==> config.mk <==
export PLATFORM = sky130hd
export DESIGN_NAME = wss_engine
export DESIGN_NICKNAME = d
export VERILOG_FILES = /design/src/common/wss_pkg.sv /design/src/core/wss_engine.sv /design/src/core/wss_decide.sv
export SDC_FILE = /design/constraint.sdc
export NUM_CORES = 1
export LEC_CHECK = 0
export ABC_AREA = 0
export BUFFER_PORTS_ARGS = -buffer_cell sky130_fd_sc_hd__buf_2
export CAP_MARGIN = 5
export CELL_PAD_IN_SITES_DETAIL_PLACEMENT = 0
export CELL_PAD_IN_SITES_GLOBAL_PLACEMENT = 2
export CORE_MARGIN = 2
export CORE_UTILIZATION = 37
export DETAILED_ROUTE_END_ITERATION = 7
export PLACE_DENSITY = 0.86
export REMOVE_ABC_BUFFERS = 1
export SLEW_MARGIN = 30
export SYNTH_ARGS = -nofsm -noshare
export SYNTH_HDL_FRONTEND = slang
export SYNTH_SLANG_ARGS = --single-unit
==> constraint.sdc <==
create_clock -name SYS_CLK -period 6.4 [get_ports SYS_CLK]
set_input_delay 0.32 -clock SYS_CLK [delete_from_list [all_inputs] [get_ports SYS_CLK]]
set_output_delay 0.32 -clock SYS_CLK [all_outputs]
set_load 0.05 [all_outputs]
==> src/common/wss_pkg.sv <==
package wss_pkg;
  localparam int          WSS_NSTATES   = 7;
  localparam logic [2:0]  WSS_FIRST_IDX = 3'h0;
  localparam logic [2:0]  WSS_LAST_IDX  = 3'h6;
  localparam logic [2:0]  WSS_IDLE_IDX  = 3'h7;
  localparam logic [8:0]  WSS_LEN_MAX   = 9'h100;
  localparam logic [8:0]  WSS_ONE9      = 9'h001;
  localparam logic [5:0]  WSS_CTL_ALL   = 6'h3f;

  // Register byte offsets
  localparam logic [7:0]  WSS_OFF_INSTR0  = 8'h00;
  localparam logic [7:0]  WSS_OFF_INSTR_E = 8'h1c;
  localparam logic [7:0]  WSS_OFF_CTRL    = 8'h20;
  localparam logic [7:0]  WSS_OFF_STATUS  = 8'h24;
  localparam logic [7:0]  WSS_OFF_WDATA   = 8'h28;
  localparam logic [7:0]  WSS_OFF_RDATA   = 8'h2c;
  localparam logic [7:0]  WSS_OFF_ADDR    = 8'h30;
  localparam logic [15:0] WSS_CTRL_RST    = 16'h0000;

  // Control register fields
  localparam int WSS_CTRL_TRIG   = 0;
  localparam int WSS_CTRL_READ   = 1;
  localparam int WSS_CTRL_TRICTL = 2;
  localparam int WSS_CTRL_TCE    = 3;
  localparam int WSS_CTRL_INTERNAL_READY_BIT = 4;
  localparam int WSS_CTRL_FSEL   = 5;
  localparam int WSS_CTRL_IDRV   = 7;
  localparam int WSS_CTRL_IDLE   = 8;

  // Status register fields
  localparam int WSS_ST_DONE  = 0;
  localparam int WSS_ST_STATE = 1;
  localparam int WSS_ST_ADDR  = 4;

  // Instruction byte fields
  localparam int WSS_OP_DP     = 0;
  localparam int WSS_OP_DATA   = 1;
  localparam int WSS_OP_NEXT   = 2;
  localparam int WSS_OP_INCAD  = 3;
  localparam int WSS_BR_REEXEC = 7;
  localparam int WSS_BR1_LO    = 3;
  localparam int WSS_BR0_LO    = 0;
  localparam int WSS_LF_LO     = 6;
  localparam int WSS_TA_LO     = 3;
  localparam int WSS_TB_LO     = 0;
  localparam int WSS_OE_LO     = 4;

  localparam logic [1:0] WSS_LF_AND = 2'h0;
  localparam logic [1:0] WSS_LF_OR  = 2'h1;
  localparam logic [1:0] WSS_LF_XOR = 2'h2;

  localparam logic [2:0] WSS_TERM_READY_IN_5   = 3'h5;
  localparam logic [2:0] WSS_TERM_FIFO   = 3'h6;
  localparam logic [2:0] WSS_TERM_INTERNAL_READY_BIT = 3'h7;

  localparam logic [1:0] WSS_FSEL_PROG  = 2'h0;
  localparam logic [1:0] WSS_FSEL_EMPTY = 2'h1;

  typedef struct packed {
    logic [7:0] len_br;
    logic [7:0] opcode;
    logic [7:0] logic_fn;
    logic [7:0] ctl;
  } wss_instr_type;

  typedef struct packed {
    logic [5:0] rdy;
    logic       tce;
    logic       tce_sel;
    logic [2:0] fifo_flags;
    logic [1:0] flag_sel;
    logic       int_rdy;
  } wss_terms_type;

  typedef struct packed {
    logic [5:0] value;
    logic [5:0] oe;
  } wss_ctl_type;

  typedef enum logic [1:0] {
    WSS_SEQ_IDLE = 2'b01,
    WSS_SEQ_RUN  = 2'b10
  } wss_seq_type;
endpackage

==> src/core/wss_engine.sv <==
// Contract
// Each state is one 32-bit instruction, fixed or decision
// Data bus driven/tristated or sampled per state
// Fixed state holds control outputs whole state
// Fixed state lasts programmed cycle count
// All seven fixed: S6 falls to idle
// Idle waits for firmware trigger
// Fewer states: idle only by explicit branch
// Decision combines two sampled signals, then branches
// Control task runs once on state entry
// Self-loop with re-execute repeats task
// No re-execute: task once, keep sampling
// Terms: six readies, FIFO flag, internal, count
// Logic function is AND, OR or XOR
// Single signal: select it twice with AND
// Separate targets for result one and zero
// Decision spends at least one cycle
// Transitions only on rising clock edge
// Seven states S0-S6 plus idle S7
// Branch to idle ends the waveform
// Duration zero means 256 cycles
// After reset rest idle until trigger
module wss_engine
  import wss_pkg::*;
(
  input  wire logic        SYS_CLK,
  input  wire logic        SYS_RST,
  input  wire logic        PSEL,
  input  wire logic        PENABLE,
  input  wire logic        PWRITE,
  input  wire logic [7:0]  PADDR,
  input  wire logic [31:0] PWDATA,
  output logic      [31:0] PRDATA,
  output logic             PREADY,
  output logic             PSLVERR,
  input  wire logic [5:0]  READY_IN,
  input  wire logic        TXN_EXPIRED,
  input  wire logic [2:0]  FIFO_FLAGS,
  input  wire logic [7:0]  FD_IN,
  output logic      [7:0]  FD_OUT,
  output logic             FD_OE,
  output logic      [5:0]  CTL_OUT,
  output logic      [5:0]  CTL_OE,
  output logic      [8:0]  ADDR_OUT,
  output logic             FIFO_ADVANCE,
  output logic             DONE
);
  function automatic wss_ctl_type ctl_decode(input logic [7:0] b,
                                             input logic       tri_mode);
    wss_ctl_type c;
    if (tri_mode) begin
      c.value = {2'b00, b[3:0]};
      c.oe    = {2'b00, b[WSS_OE_LO +: 4]};
    end else begin
      c.value = b[5:0];
      c.oe    = WSS_CTL_ALL;
    end
    return c;
  endfunction

  function automatic logic addr_ok(input logic [7:0] a);
    return (a[1:0] == 2'b00) &&
           ((a <= WSS_OFF_INSTR_E && a != WSS_OFF_INSTR_E) ||
            (a >= WSS_OFF_CTRL && a <= WSS_OFF_ADDR));
  endfunction

  // Instruction memory and software registers
  logic          [31:0] mem_q [WSS_NSTATES];
  logic          [31:0] mem_d [WSS_NSTATES];
  logic          [15:0] ctrl_q, ctrl_d;
  logic          [7:0]  wdata_q, wdata_d;
  logic          [31:0] prdata_q, prdata_d;
  logic                 pready_q, pready_d;
  logic                 pslverr_q, pslverr_d;
  // Sequencer state
  wss_seq_type          seq_q, seq_d;
  logic          [2:0]  cur_q, cur_d;
  logic          [8:0]  cnt_q, cnt_d;
  logic                 entry_q, entry_d;
  wss_terms_type        terms_q, terms_d;
  logic          [8:0]  addr_q, addr_d;
  logic          [7:0]  rdata_q, rdata_d;
  wss_ctl_type          ctl_q, ctl_d;
  logic                 fd_oe_q, fd_oe_d;
  logic                 adv_q, adv_d;
  logic                 done_q, done_d;
  // Helpers
  wss_instr_type        cur_i;
  wss_instr_type        nxt_i;
  logic                 apb_setup;
  logic                 apb_wr;
  logic                 idle;
  logic                 run;
  logic                 trig;
  logic                 dp;
  logic                 reexec;
  logic                 res;
  logic          [8:0]  dur;
  logic          [2:0]  tgt;
  logic                 go_next;

  assign apb_setup = PSEL & ~PENABLE;
  assign apb_wr    = PSEL & PENABLE & PWRITE & pready_q;
  assign idle      = (seq_q == WSS_SEQ_IDLE);
  assign run       = (seq_q == WSS_SEQ_RUN);
  assign trig      = apb_wr && idle && PADDR == WSS_OFF_CTRL &&
                     PWDATA[WSS_CTRL_TRIG];
  assign cur_i     = run ? wss_instr_type'(mem_q[cur_q]) : '0;
  assign dp        = cur_i.opcode[WSS_OP_DP];
  assign reexec    = cur_i.len_br[WSS_BR_REEXEC];
  assign dur       = (cur_i.len_br == 8'h00) ? WSS_LEN_MAX
                                            : {1'b0, cur_i.len_br};

  wss_decide u_decide (
    .logic_fn (cur_i.logic_fn),
    .terms    (terms_q),
    .result   (res)
  );

  // Register file over the bus; zero-wait answers
  always_comb begin
    mem_d     = mem_q;
    ctrl_d    = ctrl_q;
    wdata_d   = wdata_q;
    prdata_d  = prdata_q;
    pready_d  = apb_setup;
    pslverr_d = apb_setup && !addr_ok(PADDR);
    if (apb_setup) begin
      prdata_d = '0;
      if (PADDR < WSS_OFF_INSTR_E && PADDR[1:0] == 2'b00) begin
        prdata_d = mem_q[PADDR[4:2]];
      end else begin
        case (PADDR)
          WSS_OFF_CTRL:   prdata_d[15:0] = ctrl_q;
          WSS_OFF_STATUS: begin
            prdata_d[WSS_ST_DONE]       = done_q;
            prdata_d[WSS_ST_STATE +: 3] = cur_q;
            prdata_d[WSS_ST_ADDR +: 9]  = addr_q;
          end
          WSS_OFF_WDATA:  prdata_d[7:0] = wdata_q;
          WSS_OFF_RDATA:  prdata_d[7:0] = rdata_q;
          WSS_OFF_ADDR:   prdata_d[8:0] = addr_q;
          default:        prdata_d = '0;
        endcase
      end
    end
    // Writes are refused while a waveform runs
    if (apb_wr && idle) begin
      if (PADDR < WSS_OFF_INSTR_E && PADDR[1:0] == 2'b00) begin
        mem_d[PADDR[4:2]] = PWDATA;
      end else if (PADDR == WSS_OFF_CTRL) begin
        ctrl_d = PWDATA[15:0];
        ctrl_d[WSS_CTRL_TRIG] = 1'b0;
      end else if (PADDR == WSS_OFF_WDATA) begin
        wdata_d = PWDATA[7:0];
      end
    end
  end

  always_ff @(posedge SYS_CLK) begin
    if (SYS_RST) begin
      for (int i = 0; i < WSS_NSTATES; i++) begin
        mem_q[i] <= '0;
      end
      ctrl_q    <= WSS_CTRL_RST;
      wdata_q   <= '0;
      prdata_q  <= '0;
      pready_q  <= 1'b0;
      pslverr_q <= 1'b0;
    end else begin
      mem_q     <= mem_d;
      ctrl_q    <= ctrl_d;
      wdata_q   <= wdata_d;
      prdata_q  <= prdata_d;
      pready_q  <= pready_d;
      pslverr_q <= pslverr_d;
    end
  end

  // Waveform sequencer
  always_comb begin
    seq_d   = seq_q;
    cur_d   = cur_q;
    cnt_d   = cnt_q + WSS_ONE9;
    entry_d = 1'b0;
    go_next = 1'b0;
    tgt     = cur_q + 3'h1;
    addr_d  = addr_q;
    rdata_d = rdata_q;
    nxt_i   = '0;
    terms_d.rdy        = READY_IN;
    terms_d.tce        = TXN_EXPIRED;
    // Setup written with the trigger applies from the first state
    terms_d.tce_sel    = ctrl_d[WSS_CTRL_TCE];
    terms_d.fifo_flags = FIFO_FLAGS;
    terms_d.flag_sel   = ctrl_d[WSS_CTRL_FSEL +: 2];
    terms_d.int_rdy    = ctrl_d[WSS_CTRL_INTERNAL_READY_BIT];
    unique case (seq_q)
      WSS_SEQ_IDLE: begin
        cnt_d = '0;
        if (trig) begin
          seq_d   = WSS_SEQ_RUN;
          cur_d   = WSS_FIRST_IDX;
          entry_d = 1'b1;
        end
        if (apb_wr && PADDR == WSS_OFF_ADDR) begin
          addr_d = PWDATA[8:0];
        end
      end
      WSS_SEQ_RUN: begin
        if (dp) begin
          go_next = 1'b1;
          tgt = res ? cur_i.len_br[WSS_BR1_LO +: 3]
                    : cur_i.len_br[WSS_BR0_LO +: 3];
        end else if (cnt_q == dur - WSS_ONE9) begin
          go_next = 1'b1;
          if (cur_q == WSS_LAST_IDX) begin
            tgt = WSS_IDLE_IDX;
          end
        end
        if (run && entry_q && !FD_OE && ctrl_q[WSS_CTRL_READ] &&
            cur_i.opcode[WSS_OP_DATA]) begin
          rdata_d = FD_IN;
        end
        if (go_next) begin
          cnt_d = '0;
          if (tgt == WSS_IDLE_IDX) begin
            seq_d = WSS_SEQ_IDLE;
            cur_d = WSS_IDLE_IDX;
          end else begin
            cur_d   = tgt;
            entry_d = (tgt != cur_q) || reexec;
          end
        end
      end
    endcase
    if (seq_d == WSS_SEQ_RUN) begin
      nxt_i = mem_q[cur_d];
    end
    if (entry_d && nxt_i.opcode[WSS_OP_INCAD]) begin
      addr_d = addr_q + WSS_ONE9;
    end
    adv_d = entry_d && nxt_i.opcode[WSS_OP_NEXT] &&
            !ctrl_d[WSS_CTRL_READ];
    if (seq_d == WSS_SEQ_RUN) begin
      ctl_d   = ctl_decode(nxt_i.ctl, ctrl_d[WSS_CTRL_TRICTL]);
      fd_oe_d = !ctrl_d[WSS_CTRL_READ] &&
                nxt_i.opcode[WSS_OP_DATA];
    end else begin
      ctl_d   = ctl_decode(ctrl_d[WSS_CTRL_IDLE +: 8],
                           ctrl_d[WSS_CTRL_TRICTL]);
      fd_oe_d = ctrl_d[WSS_CTRL_IDRV];
    end
    done_d = (seq_d == WSS_SEQ_IDLE);
  end

  always_ff @(posedge SYS_CLK) begin
    if (SYS_RST) begin
      seq_q   <= WSS_SEQ_IDLE;
      cur_q   <= WSS_IDLE_IDX;
      cnt_q   <= '0;
      entry_q <= 1'b0;
      terms_q <= '0;
      addr_q  <= '0;
      rdata_q <= '0;
      ctl_q   <= '0;
      fd_oe_q <= 1'b0;
      adv_q   <= 1'b0;
      done_q  <= 1'b1;
    end else begin
      seq_q   <= seq_d;
      cur_q   <= cur_d;
      cnt_q   <= cnt_d;
      entry_q <= entry_d;
      terms_q <= terms_d;
      addr_q  <= addr_d;
      rdata_q <= rdata_d;
      ctl_q   <= ctl_d;
      fd_oe_q <= fd_oe_d;
      adv_q   <= adv_d;
      done_q  <= done_d;
    end
  end

  assign PRDATA       = prdata_q;
  assign PREADY       = pready_q;
  assign PSLVERR      = pslverr_q;
  assign FD_OUT       = wdata_q;
  assign FD_OE        = fd_oe_q;
  assign CTL_OUT      = ctl_q.value;
  assign CTL_OE       = ctl_q.oe;
  assign ADDR_OUT     = addr_q;
  assign FIFO_ADVANCE = adv_q;
  assign DONE         = done_q;

  a_idle_after_reset: assert property (
    @(posedge SYS_CLK) SYS_RST |=> (idle && DONE && !FD_OE))
    else $error("not idle after reset");

  a_trigger_start: assert property (
    @(posedge SYS_CLK) disable iff (SYS_RST)
    trig |=> (run && cur_q == WSS_FIRST_IDX && entry_q && !DONE))
    else $error("trigger did not start S0");

  a_idle_waits: assert property (
    @(posedge SYS_CLK) disable iff (SYS_RST)
    (idle && !trig) |=> (idle && DONE))
    else $error("left idle without trigger");

  a_ndp_holds: assert property (
    @(posedge SYS_CLK) disable iff (SYS_RST)
    (run && !dp && cnt_q != dur - WSS_ONE9)
    |=> (cur_q == $past(cur_q) && !entry_q))
    else $error("fixed state left early");

  a_ndp_advance: assert property (
    @(posedge SYS_CLK) disable iff (SYS_RST)
    (run && !dp && cnt_q == dur - WSS_ONE9 && cur_q != WSS_LAST_IDX)
    |=> (run && cur_q == $past(cur_q) + 3'h1 && cnt_q == 9'h000))
    else $error("fixed state did not advance");

  a_last_to_idle: assert property (
    @(posedge SYS_CLK) disable iff (SYS_RST)
    (run && !dp && cur_q == WSS_LAST_IDX && cnt_q == dur - WSS_ONE9)
    |=> (idle && DONE))
    else $error("S6 did not fall to idle");

  a_dp_branch: assert property (
    @(posedge SYS_CLK) disable iff (SYS_RST)
    (run && dp && tgt != WSS_IDLE_IDX) |=> (run && cur_q == $past(tgt)))
    else $error("decision branch wrong");

  a_dp_to_idle: assert property (
    @(posedge SYS_CLK) disable iff (SYS_RST)
    (run && dp && tgt == WSS_IDLE_IDX) |=> ##[0:0] (idle && DONE))
    else $error("branch to idle did not end waveform");

  a_reexec_task: assert property (
    @(posedge SYS_CLK) disable iff (SYS_RST)
    (run && dp && tgt == cur_q && reexec) |=> entry_q)
    else $error("re-execute missed");

  a_no_reexec: assert property (
    @(posedge SYS_CLK) disable iff (SYS_RST)
    (run && dp && tgt == cur_q && !reexec) |=> (!entry_q && !FIFO_ADVANCE))
    else $error("task repeated without re-execute");

  a_ctl_hold: assert property (
    @(posedge SYS_CLK) disable iff (SYS_RST)
    (run && $past(run) && cur_q == $past(cur_q)) |-> $stable(CTL_OUT))
    else $error("control output moved inside state");

  a_fd_drive: assert property (
    @(posedge SYS_CLK) disable iff (SYS_RST)
    (run && !ctrl_q[WSS_CTRL_READ]) |-> (FD_OE == cur_i.opcode[WSS_OP_DATA]))
    else $error("data bus drive mismatch");

  a_addr_step: assert property (
    @(posedge SYS_CLK) disable iff (SYS_RST)
    (run && !entry_q && $past(run)) |-> $stable(ADDR_OUT))
    else $error("address moved without state entry");
endmodule

==> src/core/wss_decide.sv <==
module wss_decide
  import wss_pkg::*;
(
  input  wire logic [7:0]    logic_fn,
  input  wire wss_terms_type terms,
  output logic               result
);
  function automatic logic term_pick(input logic [2:0]    sel,
                                     input wss_terms_type t);
    logic f;
    f = 1'b0;
    case (sel)
      WSS_TERM_READY_IN_5: begin
        f = t.tce_sel ? t.tce : t.rdy[5];
      end
      WSS_TERM_FIFO: begin
        if (t.flag_sel == WSS_FSEL_PROG) begin
          f = t.fifo_flags[0];
        end else if (t.flag_sel == WSS_FSEL_EMPTY) begin
          f = t.fifo_flags[1];
        end else begin
          f = t.fifo_flags[2];
        end
      end
      WSS_TERM_INTERNAL_READY_BIT: f = t.int_rdy;
      default:         f = t.rdy[sel];
    endcase
    return f;
  endfunction

  logic term_a;
  logic term_b;

  always_comb begin
    term_a = term_pick(logic_fn[WSS_TA_LO +: 3], terms);
    term_b = term_pick(logic_fn[WSS_TB_LO +: 3], terms);
    case (logic_fn[WSS_LF_LO +: 2])
      WSS_LF_OR:  result = term_a | term_b;
      WSS_LF_XOR: result = term_a ^ term_b;
      default:    result = term_a & term_b;
    endcase
  end
endmodule

## Word level (Yosys, flattened, before mapping)

Index checks and enable logic that the tools add are counted.

- Logic and storage cells: 173
- Output and inout port bits: 66
- Input port bits: 63
- Bits in registers: 342

- Order comparisons: 10
- $add $sub $neg: 4
- Bitwise gates (word level): 13
- Eq/ne operators: 23
- Reduce and logical (&&, ||, !) cells: 32
- Mux-type cells: 62

Operators with widths:

| operator | count |
|---|---|
| $bmux 32 s3 | 3 |
| $bwmux 224 | 1 |
| $mux 32 | 7 |
| $demux 32 s3 | 1 |
| $mux 20 | 3 |
| $mux 16 | 3 |
| $mux 9 | 5 |
| $eq 8x6->1 const B | 5 |
| $pmux 8 s5 | 1 |
| $mux 12 | 3 |
| $mux 3 | 9 |
| $eq 3x3->1 const B | 8 |
| $add 9x1->9 const B | 2 |
| $logic_and 1x1->1 | 18 |
| $pmux 9 s2 | 1 |
| $ge 4x4->1 const B | 3 |
| $mux 1 | 12 |
| $not 3->4 | 3 |
| $eq 9x9->1 | 1 |
| $pmux 1 s3 | 3 |
| $sub 9x1->9 const B | 1 |
| $eq 2x1->1 const B | 4 |
| $ge 8x6->1 const B | 1 |
| $le 8x5->1 const B | 1 |
| other kinds (25) | 45 |

## Longest topological paths before layout

Gate-level depths: netlist of the first run.

- Depth after elaboration: 25
- Depth in mapped cells: 31
- Depth with buffers taken out: 26

## By module

From an unflattened synthesis of the first run, not the netlist that was laid out.

- Cells, all modules: 2045
- Area total of the unflattened synthesis: 16747.3 sq um

By module, submodules not included:

| module | times used | seq. area each (sq um) | area an instance (sq um) | cells an instance |
|---|---|---|---|---|
| wss_engine | 1 | 6746.5 | 16439.5 | 2006 |
| wss_decide | 1 | 0.0 | 307.8 | 39 |

## Worst setup path before layout of the first run

No wires, ideal clock.

- Kind: register to register
- From: register cur_q[0]
- To: register ctl_q, in the netlist CTL_OE[0]
- Data required time: 6.280 ns
- Arrival: 5.533 ns
- Period minus slack after synthesis: 5.653 ns
- Library setup time: 0.120 ns
- Stages on the path, launching flop included: 23
- Setup slack: 0.747 ns
- Buffers on the path: 4
- Cells stage by stage: dfxtp_1 buf_6 buf_2 buf_1 mux4_2 a21oi_1 nor2_1 mux4_2 mux2i_1 ha_1 a22oi_1 o21ai_0 o311ai_0 o31a_1 nand4_1 o21ai_0 o21ai_2 and2_0 clkbuf_1 a22oi_1 o211ai_1 a22o_1 or2_1

- Cells in the longest elaborated chain, start to end: 24
- Elaborated cells on any way between the ends: 53
- Those cells by class: 2 x add/sub; 12 x eq/ne; 33 x mux; 5 x bitwise; 1 x reduce/logical

Ends and longest elaborated chain:

| what | line | RTL |
|---|---|---|
| start: declaration | wss_engine.sv:77 | `logic [2:0] cur_q, cur_d;` |
| start signal: assignment | wss_engine.sv:272 | `cur_q <= cur_d;` |
| branches (longest 23 deep; another with $sub 9x1->9) | - |  |
| $mux 12 (*) | wss_engine.sv:245 | `if (seq_d == WSS_SEQ_RUN) begin` |
| end signal: assignment | wss_engine.sv:278 | `ctl_q <= ctl_d;` |
| end: declaration | wss_engine.sv:83 | `wss_ctl_type ctl_q, ctl_d;` |

Mark *: on every way between the ends. The select of a mux whose other input is x is not followed.
A chain may end at the register's enable or synchronous reset.

## Worst setup path in the final report of the first run

- From: register cur_q[0]
- To: register addr_q[8] (netlist: ADDR_OUT[8])

- Cells in the longest elaborated chain, start to end: 25
- Elaborated cells on any way between the ends: 61
- Those cells by class: 2 x add/sub; 13 x eq/ne; 35 x mux; 5 x bitwise; 6 x reduce/logical

Ends and longest elaborated chain:

| what | line | RTL |
|---|---|---|
| branches (longest 22 deep; another with $sub 9x1->9) | - |  |
| $logic_and 1x1->1 (*) | wss_engine.sv:240 | `if (entry_d && nxt_i.opcode[WSS_OP_INCAD]) begin` |
| $reduce_bool 2->1 (no source line) | - |  |
| $reduce_and 2->1 (no source line) | - |  |
| end signal: assignment | wss_engine.sv:276 | `addr_q <= addr_d;` |
| end: declaration | wss_engine.sv:81 | `logic [8:0] addr_q, addr_d;` |

Marks and branches as above.

==> impl_metrics.tcl, run 1 <==
set metrics [dict create \
    hp-class "primary input to flip-flop" \
    fin_setup_tns_ns 0 \
    p_sw_mw 1.12 \
    cp_slowest_cell "o21ai_0" \
    wl_per_cell_um 22.7 \
    ys_seq_elements 337 \
    cts_tree "built" \
    status "complete, no violations" \
    start_util_pct 37.2 \
    netlist.area_leader.share_pct 40.2 \
    p_int_mw 3.53 \
    clock_path_buffers 3 \
    start_kind "flip-flop" \
    fin_total_pwr_mw 4.65 \
    postPlaceCellArea_um2 17900 \
    final_max_slew_viol_count 0 \
    ys_seq_area_share_pct 40.2 \
    required_ns 6.88 \
    grt_antenna_before_repair 1 \
    nets 2161 \
    crit_type "flip-flop to flip-flop" \
    combPwrFrac_pct 5.0 \
    p_seq_share_pct 45.5 \
    fin_crit_sh_pct 92.3 \
    clkPwrFrac_pct 49.6 \
    finalInstanceArea_um2 19300 \
    synth_area_leaders "dfxtp_1, nand2_1, a21oi_1" \
    worstPathCellList "nor2b_1, buf_4, a21oi_1, nor2_1, a21oi_1, nor2_1, mux4_2, mux2i_1, inv_1, ha_1, inv_1, a22oi_1, o21ai_0, mux2i_1, o21ai_0, a21bo_1, nand2_1, a22o_1, a2bb2oi_2, buf_4, or4_1, a31oi_1" \
    overflow 0 \
    grt_setup_unrepaired "false" \
    clk_pin_slew_ns 0.06 \
    final.setup.worst_slack_ns 0.494 \
    area_growth_pct 15.1 \
    setup_viol_count_final 0 \
    arrival_ns 6.39 \
    syn_area_um2 16800 \
    cts.sinks 337 \
    dieArea_um2 47100 \
    grt_pass1_vias 14975 \
    p_leak_nw 6.83 \
    synth_common_cells "nand2_1, dfxtp_1, a21oi_1, clkbuf_1, nor2_1" \
    power_density_nw_per_um2 241 \
    rows 78 \
    finalHoldViolations 0 \
    vdd_drop_max_v 0.000151 \
    pre_cts_ws_ns 0.352 \
    async_reset_ff_share_pct 0 \
    core_area_um2 45100 \
    cts.htree.levels 2 \
    finalCriticalPeriod_ns 5.91 \
    portBuffers 128 \
    yosys_warnings 0 \
    drive_gt1_share_pct 17.2 \
    ant_nets 0 \
    track_usage_pct 25.8 \
    dpl.hpwl_um 39300 \
    io_pins 129 \
    ys_types 80 \
    detail_route.first_pass.iterations 5 \
    grt_max_degree 193 \
    drc 0 \
    critPathMaxFanout 25 \
    yosysMostFrequentCell "nand2_1" \
    finClkSkew_ns 0.0260 \
    clk_latency_ns 0.57 \
    die_x_um 217 \
    syn_inst 2040 \
    ys.flop_type "dfxtp_1" \
    diodes 0 \
    maxSlewHeadroom_pct 30.8 \
    maxCapViolations 0 \
    routabilityCongestion 0.925 \
    routed_wirelength_um 61600 \
    hold_slack_ns 0.0195 \
    synth-edff-count 0 \
    max_freq_mhz 169 \
    numCtsBuffers 39 \
    via_count 15453 \
    cts-root-buf "clkbuf_16" \
    grt_pass1_wl_um 93400 \
    syn_area_per_cell_um2 8.23 \
    cpPeakStageDelay_ns 0.66 \
    die_h_um 217 \
    drt_iter0_markers 1430 \
    cp-end-kind "flip-flop" \
    swShare_pct 24.2 \
    tightest_slew_ns 1.04 \
    synth_largest_area_cell "dfxtp_1" \
    via_per_inst 5.68 \
]
[power by group through the flow]
stage | combinational, mW | clock, mW | sequential [mW]
floorplan | 0.0464 | 0 | 2.19
global placement | 0.224 | 0 | 2.16
detailed placement | 0.225 | 0 | 2.16
CTS | 0.230 | 2.34 | 2.12
global route | 0.242 | 2.43 | 2.11
finish | 0.231 | 2.31 | 2.12
[stage by stage]
stage | cells | utilization (%)
CTS | 2719 | 42.8
floorplan | 1865 | -
finish | 2719 | 42.9
global route | 2719 | 42.9
detailed placement | 2638 | 39.7
global placement | 2637 | 39.6
[cells in the final DEF (no fill, tap or decap), drive strengths merged, types with 43 or more instances in the layout]
cell / synthesis / routed
mux2i: 103 / 103
mux4: 57 / 57
clkbuf: 146 / 58
dfxtp: 337 / 337
mux2: 43 / 43
nand2: 586 / 586
a21oi: 258 / 258
buf: 29 / 173
nor2: 120 / 120
o21ai: 57 / 57
[per-layer routing]
metal  global-route usage (%)  up-vias  wire, µm
li1                         -     7182         -
met1                     34.6     7507     26600
met2                     42.0      632     28600
met3                     4.57      130      4590
met4                     8.70        2      1860
met5                        0        -        13
[layout make-up]
cell class | count | area [µm²]
repair buffers | 183 | 1120
well taps | 600 | 751
multi-input cells | 1510 | 9320
fillers | 4606 | 25800
clock buffers | 58 | 1180
flip-flops and latches | 337 | 6750
clock inverters | 13 | 134
inverters | 18 | 67.6
[final timing paths]
check / from / endpoint / slack (ns) / cells after the start
max: cur_q[0]$_SDFF_PP1_ / ADDR_OUT[8]$_SDFFE_PP0P_ / 0.49 / 22
min: FD_IN[7] / rdata_q[7]$_SDFFE_PP0P_ / 0.02 / 3
max reg2reg: cur_q[0]$_SDFF_PP1_ / ADDR_OUT[8]$_SDFFE_PP0P_ / 0.49 / 22
min reg2reg: mem_q[182]$_SDFFE_PP0P_ / mem_q[182]$_SDFFE_PP0P_ / 0.45 / 2
[critical path: cells and delay by family (launching register included)]
| family | cells | cell delay (ns) |
|---|---|---|
| compound gates | 9 | 2.45 |
| simple gates | 5 | 1.14 |
| fa+ha+maj | 1 | 0.19 |
| buf+inv | 4 | 0.53 |
| mux | 3 | 0.95 |
| flops | 1 | 0.55 |
[flip-flops by register name, summed over array words and instances (netlist names)]
signal        cells
ADDR_OUT          9
FD_OE             1
FD_OUT            8
CTL_OUT           6
cur_q             3
PSLVERR           1
entry_q           1
cnt_q             9
PRDATA           32
FIFO_ADVANCE      1
terms_q          10
mem_q           224
seq_q             2
PREADY            1
rdata_q           8
CTL_OE            5
ctrl_q           15
DONE              1
[timing repair]
action                                  CTS  global route
gates resized for setup                   0             2
endpoints found under the hold margin    10             0
hold buffers                             10             0
setup buffers                             0             0
endpoints found under the setup margin    0             3
[cells by family after synthesis]
group / count (synthesis) / share of synthesized area, %
mux: 203 / 16.7
simple gates: 820 / 19.9
buf+inv: 193 / 4.66
fa+ha+maj: 9 / 0.671
xor+xnor: 17 / 0.887
compound gates: 461 / 17.0
flops: 337 / 40.2
No activity file was read; power rests on OpenSTA's default activity.
==> run 2: changes to the inputs <==
- CTS_CLUSTER_DIAMETER: not set -> 30
- PLACE_DENSITY: 0.86 -> 0.91
==> run 2 against run 1 <==
- clock-buffer cell count is 44 higher
- sequential cell count is the same
- clock skew shrank 0.0020 ns
- fmax up 0.55%
- largest power group unchanged
- combinational power about the same
- first-iteration DRC count decreased by 6.4%
- register-to-register slack improved by 0.03 ns
- sequential share of layout area shrank 2.7 points
- critical endpoint is now CTL_OE[0]$_SDFF_PP0_
- clock power grew 87%
- global-route usage rose by 0.11 points
- non-clock buffer count grew 6
==> impl_metrics.tcl, run 2 (same netlist as run 1, synthesis figures left out) <==
set metrics [dict create \
    wl_per_cell_um 21.9 \
    start_kind "flip-flop" \
    clk_pin_slew_ns 0.05 \
    finalCriticalPeriod_ns 5.87 \
    r2r-start "cur_q[1]$_SDFF_PP1_" \
    final_common_cell "nand2_1" \
    cp-end-kind "flip-flop" \
    worstPathCellList "buf_4, mux2_1, a221o_1, and3_1, nand2_1, ha_1, inv_1, a31oi_1, o211ai_1, a2111oi_0, a31o_1, nand4_4, o2111ai_2, a21boi_2, buf_4, mux2_2, a221oi_1, nor2_1, a22o_1, or2_1" \
    setup_viol_count_final 0 \
    min_from "FD_IN[1]" \
    hp-class "primary input to flip-flop" \
    grt_setup_unrepaired "false" \
    grt_antenna_before_repair 2 \
    cts.htree.levels 3 \
    nets 2212 \
    portBuffers 128 \
    diodes 0 \
    path_common_cell "buf_4" \
    die_h_um 217 \
    cp_slowest_cell "dfxtp_2" \
    cts_tree "built" \
    final_max_slew_viol_count 0 \
    dieArea_um2 47100 \
    arrival_ns 6.36 \
    detail_route.first_pass.iterations 5 \
    critPathMaxFanout 20 \
    drt_iter0_markers 1338 \
    tightest_slew_ns 1.01 \
    pre_cts_ws_ns 0.525 \
    routed_wirelength_um 61500 \
    dpl.hpwl_um 38800 \
    n_fill_cell 4373 \
    cpPeakStageDelay_ns 0.67 \
    cts_setup_buffers 0 \
    fin_crit_sh_pct 91.8 \
    seq_area_um2 6750 \
    fin_total_pwr_mw 6.66 \
    cts-root-buf "clkbuf_16" \
    critPathBufInv 3 \
    p_leak_nw 7.60 \
    clk_latency_ns 0.60 \
    final.setup.worst_slack_ns 0.527 \
    multiInputGateArea_um2 9320 \
    clock_path_buffers 3 \
    core_area_um2 45100 \
    cpLargestDelayFamily "compound AO/OA/AOI/OAI gates" \
    die_x_um 217 \
    vdd_drop_max_v 0.000181 \
    via_per_inst 5.67 \
    grt_pass1_vias 15538 \
    status "complete, no violations" \
    power_density_nw_per_um2 318 \
    crit_type "flip-flop to flip-flop" \
    crit_start "cur_q[1]$_SDFF_PP1_" \
    drive_gt1_share_pct 20.2 \
    grt_pass1_wl_um 93800 \
    maxCapViolations 0 \
    max_freq_mhz 170 \
    required_ns 6.89 \
    track_usage_pct 25.9 \
    largest_register "mem_q" \
    finalHoldViolations 0 \
    maxSlewHeadroom_pct 32.4 \
    numCtsBuffers 84 \
    routabilityCongestion 0.883 \
    cts.sinks 337 \
    ant_nets 0 \
    io_pins 129 \
    start_util_pct 37.2 \
    rows 78 \
    grt_max_degree 127 \
    mostFrequentLayoutCells "nand2_1, dfxtp_1, a21oi_1" \
    finClkSkew_ns 0.0240 \
    area_growth_pct 24.7 \
    overflow 0 \
    via_count 15931 \
    drc 0 \
    largest_reg_flops 224 \
]
-- run 2: changes by cell type in the layout (fill, tap and decap cells not counted), sizes merged --
cell | previous run | this run
bufinv | 2 | 9
clkinvlp | 0 | 9
clkinv | 8 | 25
inv | 21 | 28
clkbuf | 58 | 102
dlygate4sd3 | 10 | 16
-- run 2: repair_timing --
item,in CTS,in global routing
setup endpoints to repair,0,1
resized for setup,0,1
hold buffers,16,0
hold endpoints to repair,16,0
-- run 2: worst paths after layout --
kind         slack [ns]  depth (start not counted)                 endpoint
max                0.53                         20     CTL_OE[0]$_SDFF_PP0_
min reg2reg        0.45                          2  mem_q[215]$_SDFFE_PP0P_
min                0.04                          3  rdata_q[1]$_SDFFE_PP0P_
max reg2reg        0.53                         20     CTL_OE[0]$_SDFF_PP0_
-- run 2: area by class of cell --
class	instances	area share, %
Multi-Input combinational cell	1510	44.5
Clock inverter	53	2.99
Clock buffer	102	10.9
Tap cell	600	3.58
Inverter	18	0.323
Timing Repair Buffer	189	5.51
Sequential cell	337	32.2
-- run 2: layer usage --
| layer | global-route usage, % | wire length (µm) | vias up |
|---|---|---|---|
| met2 | 41.6 | 28400 | 684 |
| li1 | - | - | 7321 |
| met1 | 33.8 | 26000 | 7791 |
| met4 | 11.4 | 2190 | 2 |
| met3 | 5.32 | 4980 | 133 |
| met5 | 0 | 7 | - |
-- run 2: worst min-delay path, cell delays in order --
cell	delay [ns]
buf_2	0.13
mux2i_1	0.08
nor2_1	0.07
-- run 2: through the flow --
stage	TNS [ns]	utilization, %	cells	cell area, µm²	hold slack (ns)
4_1_cts	0	46.4	2809	20900	0.0146
3_5_place_dp	0	39.6	2638	17900	0.444
3_3_place_gp	0	39.6	2638	17900	0.435
6_report	0	46.4	2809	20900	0.0408
5_1_grt	0	46.4	2809	20900	0.0470
2_1_floorplan	-2.48	-	1865	16100	0.389
-- run 2: report_power, final --
| part | switching (mW) | internal, mW |
|---|---|---|
| logic | 0.169 | 0.0630 |
| registers | 0.00728 | 2.12 |
| clock network | 1.39 | 2.92 |
